### src/shared/pdm_pkg.sv
package pdm_pkg;

    localparam logic [7:0] PDM_ADR_CONTROL = 8'h00;
    localparam logic [7:0] PDM_ADR_CLOCK   = 8'h04;
    localparam logic [7:0] PDM_ADR_STATUS  = 8'h08;

    localparam logic [7:0] PDM_RST_CONTROL = 8'h00;
    localparam logic [7:0] PDM_RST_CLOCK   = 8'h00;

    // Writable bits; everything else reads back as zero
    localparam logic [7:0] PDM_MASK_CONTROL = 8'hf0;
    localparam logic [7:0] PDM_MASK_CLOCK   = 8'hbc;

    localparam int PDM_BIT_STANDBY_SEL  = 7;
    localparam int PDM_POS_WAIT_SEL     = 4;
    localparam int PDM_BIT_SUBSLEEP_SEL = 7;
    localparam int PDM_BIT_DIRECT_FLAG  = 5;
    localparam int PDM_POS_DIV_SEL      = 2;

    localparam logic [17:0] PDM_WAIT_1K  = 18'h00400;
    localparam logic [17:0] PDM_WAIT_128 = 18'h00080;
    localparam logic [17:0] PDM_WAIT_16  = 18'h00010;
    localparam logic [17:0] PDM_WAIT_8K  = 18'h02000;
    localparam logic [17:0] PDM_WAIT_16K = 18'h04000;
    localparam logic [17:0] PDM_WAIT_32K = 18'h08000;
    localparam logic [17:0] PDM_WAIT_64K = 18'h10000;
    localparam logic [17:0] PDM_WAIT_128K = 18'h20000;

    localparam logic [5:0] PDM_DIV_BASE = 6'h08;

    typedef enum logic [2:0] {
        PDM_ACTIVE    = 3'h0,
        PDM_STANDBY   = 3'h1,
        PDM_WAKE_WAIT = 3'h3,
        PDM_SLEEP     = 3'h2,
        PDM_SUBSLEEP  = 3'h6
    } pdm_state_t;

    typedef struct packed {
        logic        cyc;
        logic        stb;
        logic        we;
        logic [7:0]  adr;
        logic [3:0]  sel;
        logic [31:0] dat;
    } pdm_wb_req_t;

    typedef struct packed {
        logic        ack;
        logic [31:0] dat;
    } pdm_wb_rsp_t;

    typedef struct packed {
        logic cpu_halt;
        logic periph_halt;
        logic osc_stop;
        logic prescaler_clear;
        logic sys_tick;
    } pdm_power_t;

endpackage

### src/design/pdm_control.sv
`timescale 1ns/10ps
module pdm_control #(
    parameter logic [17:0] WAIT_8K   = pdm_pkg::PDM_WAIT_8K,
    parameter logic [17:0] WAIT_16K  = pdm_pkg::PDM_WAIT_16K,
    parameter logic [17:0] WAIT_32K  = pdm_pkg::PDM_WAIT_32K,
    parameter logic [17:0] WAIT_64K  = pdm_pkg::PDM_WAIT_64K,
    parameter logic [17:0] WAIT_128K = pdm_pkg::PDM_WAIT_128K
) (
    input  wire logic                 clk_i,
    input  wire logic                 rst_i,
    input  wire logic                 ce_i,
    input  wire pdm_pkg::pdm_wb_req_t wb_req_i,
    output pdm_pkg::pdm_wb_rsp_t      wb_rsp_o,
    input  wire logic                 sleep_exec_i,
    input  wire logic                 wake_irq_i,
    output pdm_pkg::pdm_power_t       power_o,
    output logic [2:0]                mode_o,
    output logic [2:0]                div_active_o
);

    typedef struct packed {
        pdm_pkg::pdm_state_t  st;
        logic [7:0]           ctl;
        logic [7:0]           clk;
        logic [2:0]           div_act;
        logic [17:0]          wait_cnt;
        logic [5:0]           pre_cnt;
        pdm_pkg::pdm_power_t  pwr;
        pdm_pkg::pdm_wb_rsp_t rsp;
    } pdm_regs_t;

    pdm_regs_t s;
    pdm_regs_t next_s;

    function automatic logic [17:0] wait_target(input logic [2:0] code);
        case (code)
            3'h0:    wait_target = WAIT_8K;
            3'h1:    wait_target = WAIT_16K;
            3'h2:    wait_target = WAIT_32K;
            3'h3:    wait_target = WAIT_64K;
            3'h4:    wait_target = WAIT_128K;
            3'h5:    wait_target = pdm_pkg::PDM_WAIT_1K;
            3'h6:    wait_target = pdm_pkg::PDM_WAIT_128;
            default: wait_target = pdm_pkg::PDM_WAIT_16;
        endcase
    endfunction

    // Terminal count of the prescaler; zero means every cycle
    function automatic logic [5:0] div_limit(input logic [2:0] code);
        if (!code[2]) begin
            div_limit = 6'h00;
        end else begin
            div_limit = 6'((pdm_pkg::PDM_DIV_BASE << code[1:0]) - 6'h01);
        end
    endfunction

    function automatic pdm_pkg::pdm_state_t sleep_target(input logic [7:0] ctl,
                                                         input logic [7:0] clk);
        if (clk[pdm_pkg::PDM_BIT_DIRECT_FLAG] && !clk[pdm_pkg::PDM_BIT_SUBSLEEP_SEL]) begin
            sleep_target = pdm_pkg::PDM_ACTIVE;
        end else if (ctl[pdm_pkg::PDM_BIT_STANDBY_SEL]) begin
            sleep_target = pdm_pkg::PDM_STANDBY;
        end else if (clk[pdm_pkg::PDM_BIT_SUBSLEEP_SEL]) begin
            sleep_target = pdm_pkg::PDM_SUBSLEEP;
        end else begin
            sleep_target = pdm_pkg::PDM_SLEEP;
        end
    endfunction

    logic       bus_req;
    logic       bus_wr;
    logic [2:0] wait_code;
    logic       osc_halted;

    assign bus_req   = wb_req_i.cyc && wb_req_i.stb && !s.rsp.ack;
    assign bus_wr    = bus_req && wb_req_i.we && wb_req_i.sel[0];
    assign wait_code = s.ctl[pdm_pkg::PDM_POS_WAIT_SEL +: 3];

    always_comb begin
        next_s = s;
        next_s.rsp.ack = bus_req;
        next_s.rsp.dat = 32'h0000_0000;
        if (bus_req && !wb_req_i.we) begin
            case (wb_req_i.adr)
                pdm_pkg::PDM_ADR_CONTROL: next_s.rsp.dat = {24'h00_0000, s.ctl};
                pdm_pkg::PDM_ADR_CLOCK:   next_s.rsp.dat = {24'h00_0000, s.clk};
                pdm_pkg::PDM_ADR_STATUS:  next_s.rsp.dat = {26'h000_0000, s.div_act, s.st};
                default:                  next_s.rsp.dat = 32'h0000_0000;
            endcase
        end
        if (bus_wr) begin
            case (wb_req_i.adr)
                pdm_pkg::PDM_ADR_CONTROL:
                    next_s.ctl = wb_req_i.dat[7:0] & pdm_pkg::PDM_MASK_CONTROL;
                pdm_pkg::PDM_ADR_CLOCK:
                    next_s.clk = wb_req_i.dat[7:0] & pdm_pkg::PDM_MASK_CLOCK;
                default: ;
            endcase
        end

        case (s.st)
            pdm_pkg::PDM_ACTIVE: begin
                if (sleep_exec_i) begin
                    next_s.st      = sleep_target(s.ctl, s.clk);
                    // Divider switches only here, never on the register write
                    next_s.div_act = s.clk[pdm_pkg::PDM_POS_DIV_SEL +: 3];
                end
            end
            pdm_pkg::PDM_SLEEP, pdm_pkg::PDM_SUBSLEEP: begin
                if (wake_irq_i) begin
                    next_s.st = pdm_pkg::PDM_ACTIVE;
                end
            end
            pdm_pkg::PDM_STANDBY: begin
                if (wake_irq_i) begin
                    next_s.st       = pdm_pkg::PDM_WAKE_WAIT;
                    next_s.wait_cnt = 18'h00000;
                end
            end
            pdm_pkg::PDM_WAKE_WAIT: begin
                if (s.wait_cnt == 18'(wait_target(wait_code) - 18'h00001)) begin
                    next_s.st = pdm_pkg::PDM_ACTIVE;
                end else begin
                    next_s.wait_cnt = 18'(s.wait_cnt + 18'h00001);
                end
            end
            default: next_s.st = pdm_pkg::PDM_ACTIVE;
        endcase

        osc_halted = next_s.st == pdm_pkg::PDM_STANDBY || next_s.st == pdm_pkg::PDM_SUBSLEEP;
        if (osc_halted) begin
            next_s.pre_cnt      = 6'h00;
            next_s.pwr.sys_tick = 1'b0;
        end else if (s.pre_cnt >= div_limit(next_s.div_act)) begin
            next_s.pre_cnt      = 6'h00;
            next_s.pwr.sys_tick = 1'b1;
        end else begin
            next_s.pre_cnt      = 6'(s.pre_cnt + 6'h01);
            next_s.pwr.sys_tick = 1'b0;
        end
        next_s.pwr.osc_stop        = osc_halted;
        next_s.pwr.prescaler_clear = osc_halted;
        next_s.pwr.cpu_halt        = next_s.st != pdm_pkg::PDM_ACTIVE;
        // Peripherals keep running in sleep; the wake wait holds them too
        next_s.pwr.periph_halt     = next_s.st != pdm_pkg::PDM_ACTIVE
                                     && next_s.st != pdm_pkg::PDM_SLEEP;
    end

    always_ff @(posedge clk_i) begin
        if (rst_i) begin
            s         <= '0;
            s.ctl     <= pdm_pkg::PDM_RST_CONTROL;
            s.clk     <= pdm_pkg::PDM_RST_CLOCK;
            s.st      <= pdm_pkg::PDM_ACTIVE;
            s.pwr.sys_tick <= 1'b0;
        end else if (ce_i) begin
            s <= next_s;
        end
    end

    assign wb_rsp_o     = s.rsp;
    assign power_o      = s.pwr;
    assign mode_o       = s.st;
    assign div_active_o = s.div_act;

    standby_entry_a: assert property (@(posedge clk_i) disable iff (rst_i)
        ce_i && s.st == pdm_pkg::PDM_ACTIVE && sleep_exec_i && s.ctl[7] && !s.clk[5]
        |=> s.st == pdm_pkg::PDM_STANDBY)
        else $error("standby not entered");

    sleep_entry_a: assert property (@(posedge clk_i) disable iff (rst_i)
        ce_i && s.st == pdm_pkg::PDM_ACTIVE && sleep_exec_i && !s.ctl[7] && !s.clk[7]
        && !s.clk[5] |=> s.st == pdm_pkg::PDM_SLEEP && power_o.cpu_halt && !power_o.periph_halt)
        else $error("sleep not entered");

    direct_trans_a: assert property (@(posedge clk_i) disable iff (rst_i)
        ce_i && s.st == pdm_pkg::PDM_ACTIVE && sleep_exec_i && s.clk[5] && !s.clk[7]
        |=> s.st == pdm_pkg::PDM_ACTIVE && div_active_o == $past(s.clk[4:2]))
        else $error("direct transition wrong");

    subsleep_entry_a: assert property (@(posedge clk_i) disable iff (rst_i)
        ce_i && s.st == pdm_pkg::PDM_ACTIVE && sleep_exec_i && !s.ctl[7] && s.clk[7]
        |=> s.st == pdm_pkg::PDM_SUBSLEEP)
        else $error("subsleep not entered");

    reserved_zero_a: assert property (@(posedge clk_i) disable iff (rst_i)
        (s.ctl & ~pdm_pkg::PDM_MASK_CONTROL) == 8'h00
        && (s.clk & ~pdm_pkg::PDM_MASK_CLOCK) == 8'h00)
        else $error("reserved bit set");

    div_hold_a: assert property (@(posedge clk_i) disable iff (rst_i)
        !(ce_i && s.st == pdm_pkg::PDM_ACTIVE && sleep_exec_i) |=> $stable(div_active_o))
        else $error("divider changed without sleep");

    wake_short_a: assert property (@(posedge clk_i) disable iff (rst_i)
        s.st == pdm_pkg::PDM_STANDBY && wake_irq_i && ce_i && s.ctl[6:4] == 3'h7
        |=> (s.st == pdm_pkg::PDM_WAKE_WAIT && power_o.cpu_halt) [*8])
        else $error("wake wait released early");

    wake_release_a: assert property (@(posedge clk_i) disable iff (rst_i)
        ce_i && s.st == pdm_pkg::PDM_WAKE_WAIT && s.wait_cnt == 18'(wait_target(wait_code) - 1)
        |=> s.st == pdm_pkg::PDM_ACTIVE && !power_o.cpu_halt && !power_o.periph_halt)
        else $error("wake wait not released");

    osc_halt_a: assert property (@(posedge clk_i) disable iff (rst_i)
        (s.st == pdm_pkg::PDM_STANDBY || s.st == pdm_pkg::PDM_SUBSLEEP)
        |-> power_o.osc_stop && s.pre_cnt == 6'h00 && !power_o.sys_tick)
        else $error("prescaler not halted");

    irq_return_a: assert property (@(posedge clk_i) disable iff (rst_i)
        ce_i && wake_irq_i && (s.st == pdm_pkg::PDM_SLEEP || s.st == pdm_pkg::PDM_SUBSLEEP)
        |=> s.st == pdm_pkg::PDM_ACTIVE)
        else $error("interrupt did not wake");

    div8_tick_a: assert property (@(posedge clk_i) disable iff (rst_i)
        ce_i && power_o.sys_tick && div_active_o == 3'h4 && s.st == pdm_pkg::PDM_ACTIVE
        ##1 ce_i [*7] |-> !power_o.sys_tick)
        else $error("divide by 8 tick spacing wrong");

endmodule

### config.mk
export PLATFORM = sky130hd
export DESIGN_NAME = pdm_control
export DESIGN_NICKNAME = d
export VERILOG_FILES = /design/src/shared/pdm_pkg.sv /design/src/design/pdm_control.sv
export SDC_FILE = /design/constraint.sdc
export NUM_CORES = 1
export LEC_CHECK = 0
export ABC_AREA = 1
export BUFFER_PORTS_ARGS = -buffer_cell sky130_fd_sc_hd__buf_2
export CAP_MARGIN = 25
export CORE_AREA = 8 8 71 118
export DETAILED_ROUTE_END_ITERATION = 6
export DIE_AREA = 0 0 79 126
export GPL_TIMING_DRIVEN = 0
export HOLD_SLACK_MARGIN = 0.08
export PLACE_DENSITY = 0.79
export REMOVE_ABC_BUFFERS = 1
export SLEW_MARGIN = 20
export SYNTH_ARGS = -nofsm -noshare
export SYNTH_HDL_FRONTEND = slang
export SYNTH_SLANG_ARGS = --single-unit
### constraint.sdc
create_clock -name clk_i -period 2.9 [get_ports clk_i]
set_clock_uncertainty 0.1 [all_clocks]
set_input_delay 0.58 -clock clk_i [delete_from_list [all_inputs] [get_ports clk_i]]
set_output_delay 0.58 -clock clk_i [all_outputs]
set_load 0.05 [all_outputs]
== Word-level counts from Yosys, hierarchy flattened ==
Cells that the tools add are included.
Operators by class
  $add $sub $neg: 4
  magnitude comparators: 1
  equal/unequal tests: 18
  shift-type cells: 1
  muxes and demuxes: 23
  reductions and logical operators: 20
Operator list (count)
  $pmux 18 s7: 1
  $mux 18: 3
  $pmux 18 s2: 1
  $mux 32: 1
  $mux 3: 9
  $mux 6: 4
  $pmux 8 s3: 1
  $add 18x1->18 const B: 1
  $eq 18x18->1: 1
  $sub 18x1->18 const B: 1
  $eq 3x3->1 const B: 5
  $eq 3x2->1 const B: 4
  $pmux 3 s4: 1
  $eq 3x1->1 const B: 3
  $eq 8x3->1 const B: 1
  $eq 8x4->1 const B: 1
  $logic_not 8->1: 1
  $logic_and 1x1->1: 7
  $add 6x1->6 const B: 1
  $ge 6x6->1: 1
  $logic_not 3->1: 2
  $reduce_and 3->1: 2
  $shl 4x2->6 const A: 1
  $sub 6x1->6 const B: 1
  other kinds (9): 13
Storage, ports and cells
  flip-flop bits (word level): 76
  input bits: 52
  output and inout port bits: 44
  word-level logic and storage cells: 79

== Longest topological paths before layout ==
  depth in word-level cells: 13
  mapped depth: 17
  depth with buffers taken out: 17

== Least setup slack after synthesis ==
No wires, ideal clock.
  path kind: input port to flip-flop
  start: input port sleep_exec_i
  end: register s[41] (netlist name)
  library setup time: 70 ps
  data arrival time: 2399 ps
  required time: 2730 ps
  slack: 331 ps
  stages on the path: 13
  path buffers: 0
  cell sequence: inv_1 -> nor2_1 -> inv_1 -> o21ai_0 -> inv_1 -> o21ai_0 -> ha_1 -> a21oi_1 -> o21a_1 -> nand4_1 -> nor3_1 -> nand3_1 -> a21oi_1
RTL lines
  start: declaration: line pdm_control.sv:14  | input wire logic sleep_exec_i,
  end signal: assignment: line pdm_control.sv:157  | s <= next_s;
  end: declaration: line pdm_control.sv:32  | pdm_regs_t s;

==> run summary <==
Run status: finished clean
EDFF count, synth: 0
Initial antenna violation count: 0
Xor-xnor portion of the synthesized cell area: 4.06%
Clk slew on worst S/H paths: 0.07 ns
Site Rows: 40
Crit Path Category: reg -> reg
Cell Pwr Density: 434 nW/um^2
Post-place setup slack: -0.317 ns
End of the worst hold path: wb_rsp_o[2]$_SDFFE_PP0P_
Vias per cell: 5.21
Sw Share: 29.1%
Async S/R FF share, synth: 0%
PortBufs: 42
Relative slew slack: 40.8%
Area of the mapped netlist: 3450 sq um
Share of cells above drive strength 1: 12.4%
Detailed Place HPWL: 6210 microns
Clock Latency Late Sink: 0.30 ns
Area occupied by multi-input gates: 1900 sq um
Crit Path Max Fanout: 6
Fill count: 681
WHS Path Cells: 2
Routed len/inst: 13.4 microns
Congestion Overflow GR: 0
Synth-to-Final Area Change: 5.83%
Max Cap Violations: 0
Synth Area in Simple Gates: 33.0%
Vias: 3,243
Largest net degree at the start of global routing: 50
Ant diodes: 0
Max rail drop VDD: 0.558 mV
Final Net Count: 599
Mux cell area share after synthesis: 0%
R2R Setup Slk: 0.21 ns
Yosys top cell by area: dfxtp_1
Sequential area share after synthesis: 30.1%
H-tree levels: 2
Largest family of logic cells by synthesized area: simple AND/OR/NAND/NOR gates
First-pass GRT wire length: 13,700 microns
Hold path start: wb_rsp_o[2]$_SDFFE_PP0P_
Num ports: 96
DIE HEIGHT: 126 microns
TritonCTS buffer count: 5
Final Wtd Congestion: 0.926
Gate power share: 15.0%
Final ANT Viol Nets: 0
Clock Tree Buf Depth: 2
Critical Path RT: 3.03 ns
Post-synthesis adder-cell area fraction: 3.26%
Total power: 1.59 mW
Top FF cell, synth: dfxtp_1
Number of global-route vias before repair: 3,092
Reg-to-Reg End: s[38]$_SDFFE_PP0P_
Setup Viol. Count Final: 0
First drt pass iteration count: 4
Compound-Gate Fraction of Synth Area: 11.3%
Number of synthesis warnings: 0
Sequential Power Share: 46.2%
Core footprint: 6810 sq um
DRT iter0 DRCs: 192
Max Freq: 0.372 GHz
WP data arrival: 2.81 ns
Startpoint types: register
Max Slew Vio Count: 0
TritonCTS clock tree: yes
Crit. End Element: register
Die span in x: 79 microns
Initial core utilization: 50.7%
Hold WC Path Type: reg -> reg
Leakage: 1.54 nW
Synth cell types: 30
R2r startpoint: mode_o[2]$_SDFFE_PP0P_
Full die area: 9950 sq um
DR DRC count: 0
Most numerous cell in the Yosys netlist: nand2_1
Sw Pwr: 461 uW
Final period util: 92.6%
GRT Overall Usage: 16.7%
Commonest cells post-synth: nand2_1 (102), nor2_1 (59), inv_1 (57)
Min Tclk post-route: 2.69 ns
Final setup margin: 0.214 ns
TritonCTS Sinks: 52
Clk root buf: clkbuf_16
Syn avg cell area: 6.63 sq um
Most area-consuming cells after synthesis: dfxtp_1 (30%), nand2_1 (11%), buf_4 (10%), nand3_1 (7.7%), nor2_1 (6.4%)
R2R depth: 17
Power share of the clock group: 38.7%
Slew @ Worst Pin: 0.888 ns
Drt total wl: 8370 microns
Cell count after synthesis: 521
Yosys reg bits: 52
Proportion of netlist area held by the largest area contributor: 30.1%
Hold Vio Cnt, Final: 0
Internal Power: 1.13 mW
Total area of sequential cells: 1040 sq um
[area by class of cell]
| cell class | instances | area share, % |
|---|---|---|
| timing repair buffer | 46 | 6.57 |
| sequential | 52 | 28.5 |
| clock inverter | 1 | 0.205 |
| tap | 84 | 2.88 |
| clock buffer | 7 | 3.90 |
| inverter | 59 | 6.06 |
| multi-input combinational | 374 | 51.9 |
[power groups by stage]
stage          Clock (mW)  Sequential, mW  Combinational (mW)
3_5_place_dp            0           0.750               0.220
2_1_floorplan           0           0.778               0.136
6_report            0.615           0.733               0.238
3_3_place_gp            0           0.749               0.216
5_1_grt             0.644           0.735               0.258
4_1_cts             0.624           0.733               0.222
[critical path, cell delays in order, from the launching register on]
cell,delay (ns)
dfxtp_2,0.35
nor2_2,0.15
nand2_2,0.10
nor2_4,0.15
inv_1,0.09
nand2_1,0.08
o21ai_2,0.08
inv_2,0.11
nand3_1,0.08
ha_1,0.30
nand2_1,0.09
inv_1,0.06
o211ai_1,0.12
nand4_1,0.23
buf_4,0.21
nor2_1,0.08
nand3_1,0.09
a21oi_1,0.13
[layout by cell type, fill, tap and decap left out]
cell | synthesis | final
clkbuf_16 | 0 | 5
dfxtp_1 | 52 | 51
xnor2_1 | 2 | 2
nand4_1 | 8 | 8
buf_2 | 1 | 42
a211oi_1 | 8 | 8
nand3_1 | 53 | 53
nor2_2 | 0 | 1
a21oi_1 | 44 | 44
dfxtp_2 | 0 | 1
o211ai_1 | 3 | 3
nor2_1 | 59 | 57
clkbuf_1 | 11 | 1
o22ai_1 | 1 | 1
o21ai_0 | 11 | 8
o21ai_1 | 1 | 3
buf_4 | 46 | 4
nand3_2 | 3 | 3
clkinvlp_4 | 0 | 1
o21a_1 | 1 | 1
nand2_4 | 0 | 1
xor2_1 | 14 | 14
nor4_1 | 1 | 1
o221ai_1 | 1 | 1
inv_2 | 2 | 3
nand2_1 | 102 | 101
nand2_2 | 3 | 3
inv_1 | 57 | 56
clkbuf_8 | 0 | 1
nor2_4 | 0 | 1
nand3b_1 | 14 | 14
conb_1 | 1 | 24
o21ai_2 | 0 | 1
nor3_1 | 9 | 9
nor3b_1 | 2 | 2
ha_1 | 9 | 9
a31oi_1 | 1 | 1
[stage by stage]
stage                     hold WS (ns)  TNS (ns)  instance area (sq um)  utilization, %  cells
after floorplan                  0.359         0                   3140               -    485
after global placement           0.352     -1.36                   3450            50.7    611
after detailed placement         0.360     -1.39                   3450            50.7    611
after CTS                        0.369         0                   3600            53.0    619
after global routing             0.378  -0.00868                   3650            53.7    623
final                            0.368         0                   3650            53.7    623
[sequential cells by signal (all words and copies together), names as in the netlist]
name / flops
s: 33
mode_o: 3
div_active_o: 3
power_o: 4
wb_rsp_o: 9
[kinds of logic after synthesis]
family	after synthesis
XOR/XNOR	16
AO/OA/AOI/OAI	71
flip-flops	52
adder cells (fa/ha/maj)	9
buffers and inverters	118
other	1
AND/OR/NAND/NOR	254
[worst max path at each step]
stage / to / startpoint / slack [ns] / cells after the start
2_1_floorplan: s[41]$_SDFFE_PP0P_ / mode_o[2]$_SDFFE_PP0P_ / 0.16 / 14
3_3_place_gp: s[41]$_SDFFE_PP0P_ / sleep_exec_i / -0.30 / 14
3_5_place_dp: s[41]$_SDFFE_PP0P_ / sleep_exec_i / -0.32 / 14
4_1_cts: s[41]$_SDFFE_PP0P_ / mode_o[0]$_SDFFE_PP0P_ / 0.02 / 12
5_1_grt: s[42]$_SDFFE_PP0P_ / mode_o[2]$_SDFFE_PP0P_ / -0.007 / 17
6_report: s[38]$_SDFFE_PP0P_ / mode_o[2]$_SDFFE_PP0P_ / 0.21 / 17
[timing repair]
action,4_1_cts,5_1_grt
setup buffers,0,3
setup endpoints to repair,6,9
pin swaps,0,1
gates resized for setup,2,9
hold buffers,0,0
[per-layer routing]
metal / GRT usage (%) / vias to the layer above / share of wire, %
li1: - / 1662 / -
met1: 16.0 / 1480 / 36
met2: 32.1 / 86 / 56
met3: 2.99 / 15 / 4.7
met4: 7.79 / 0 / 2.7
met5: 0 / - / 0
(Power assumes the default switching activity.)
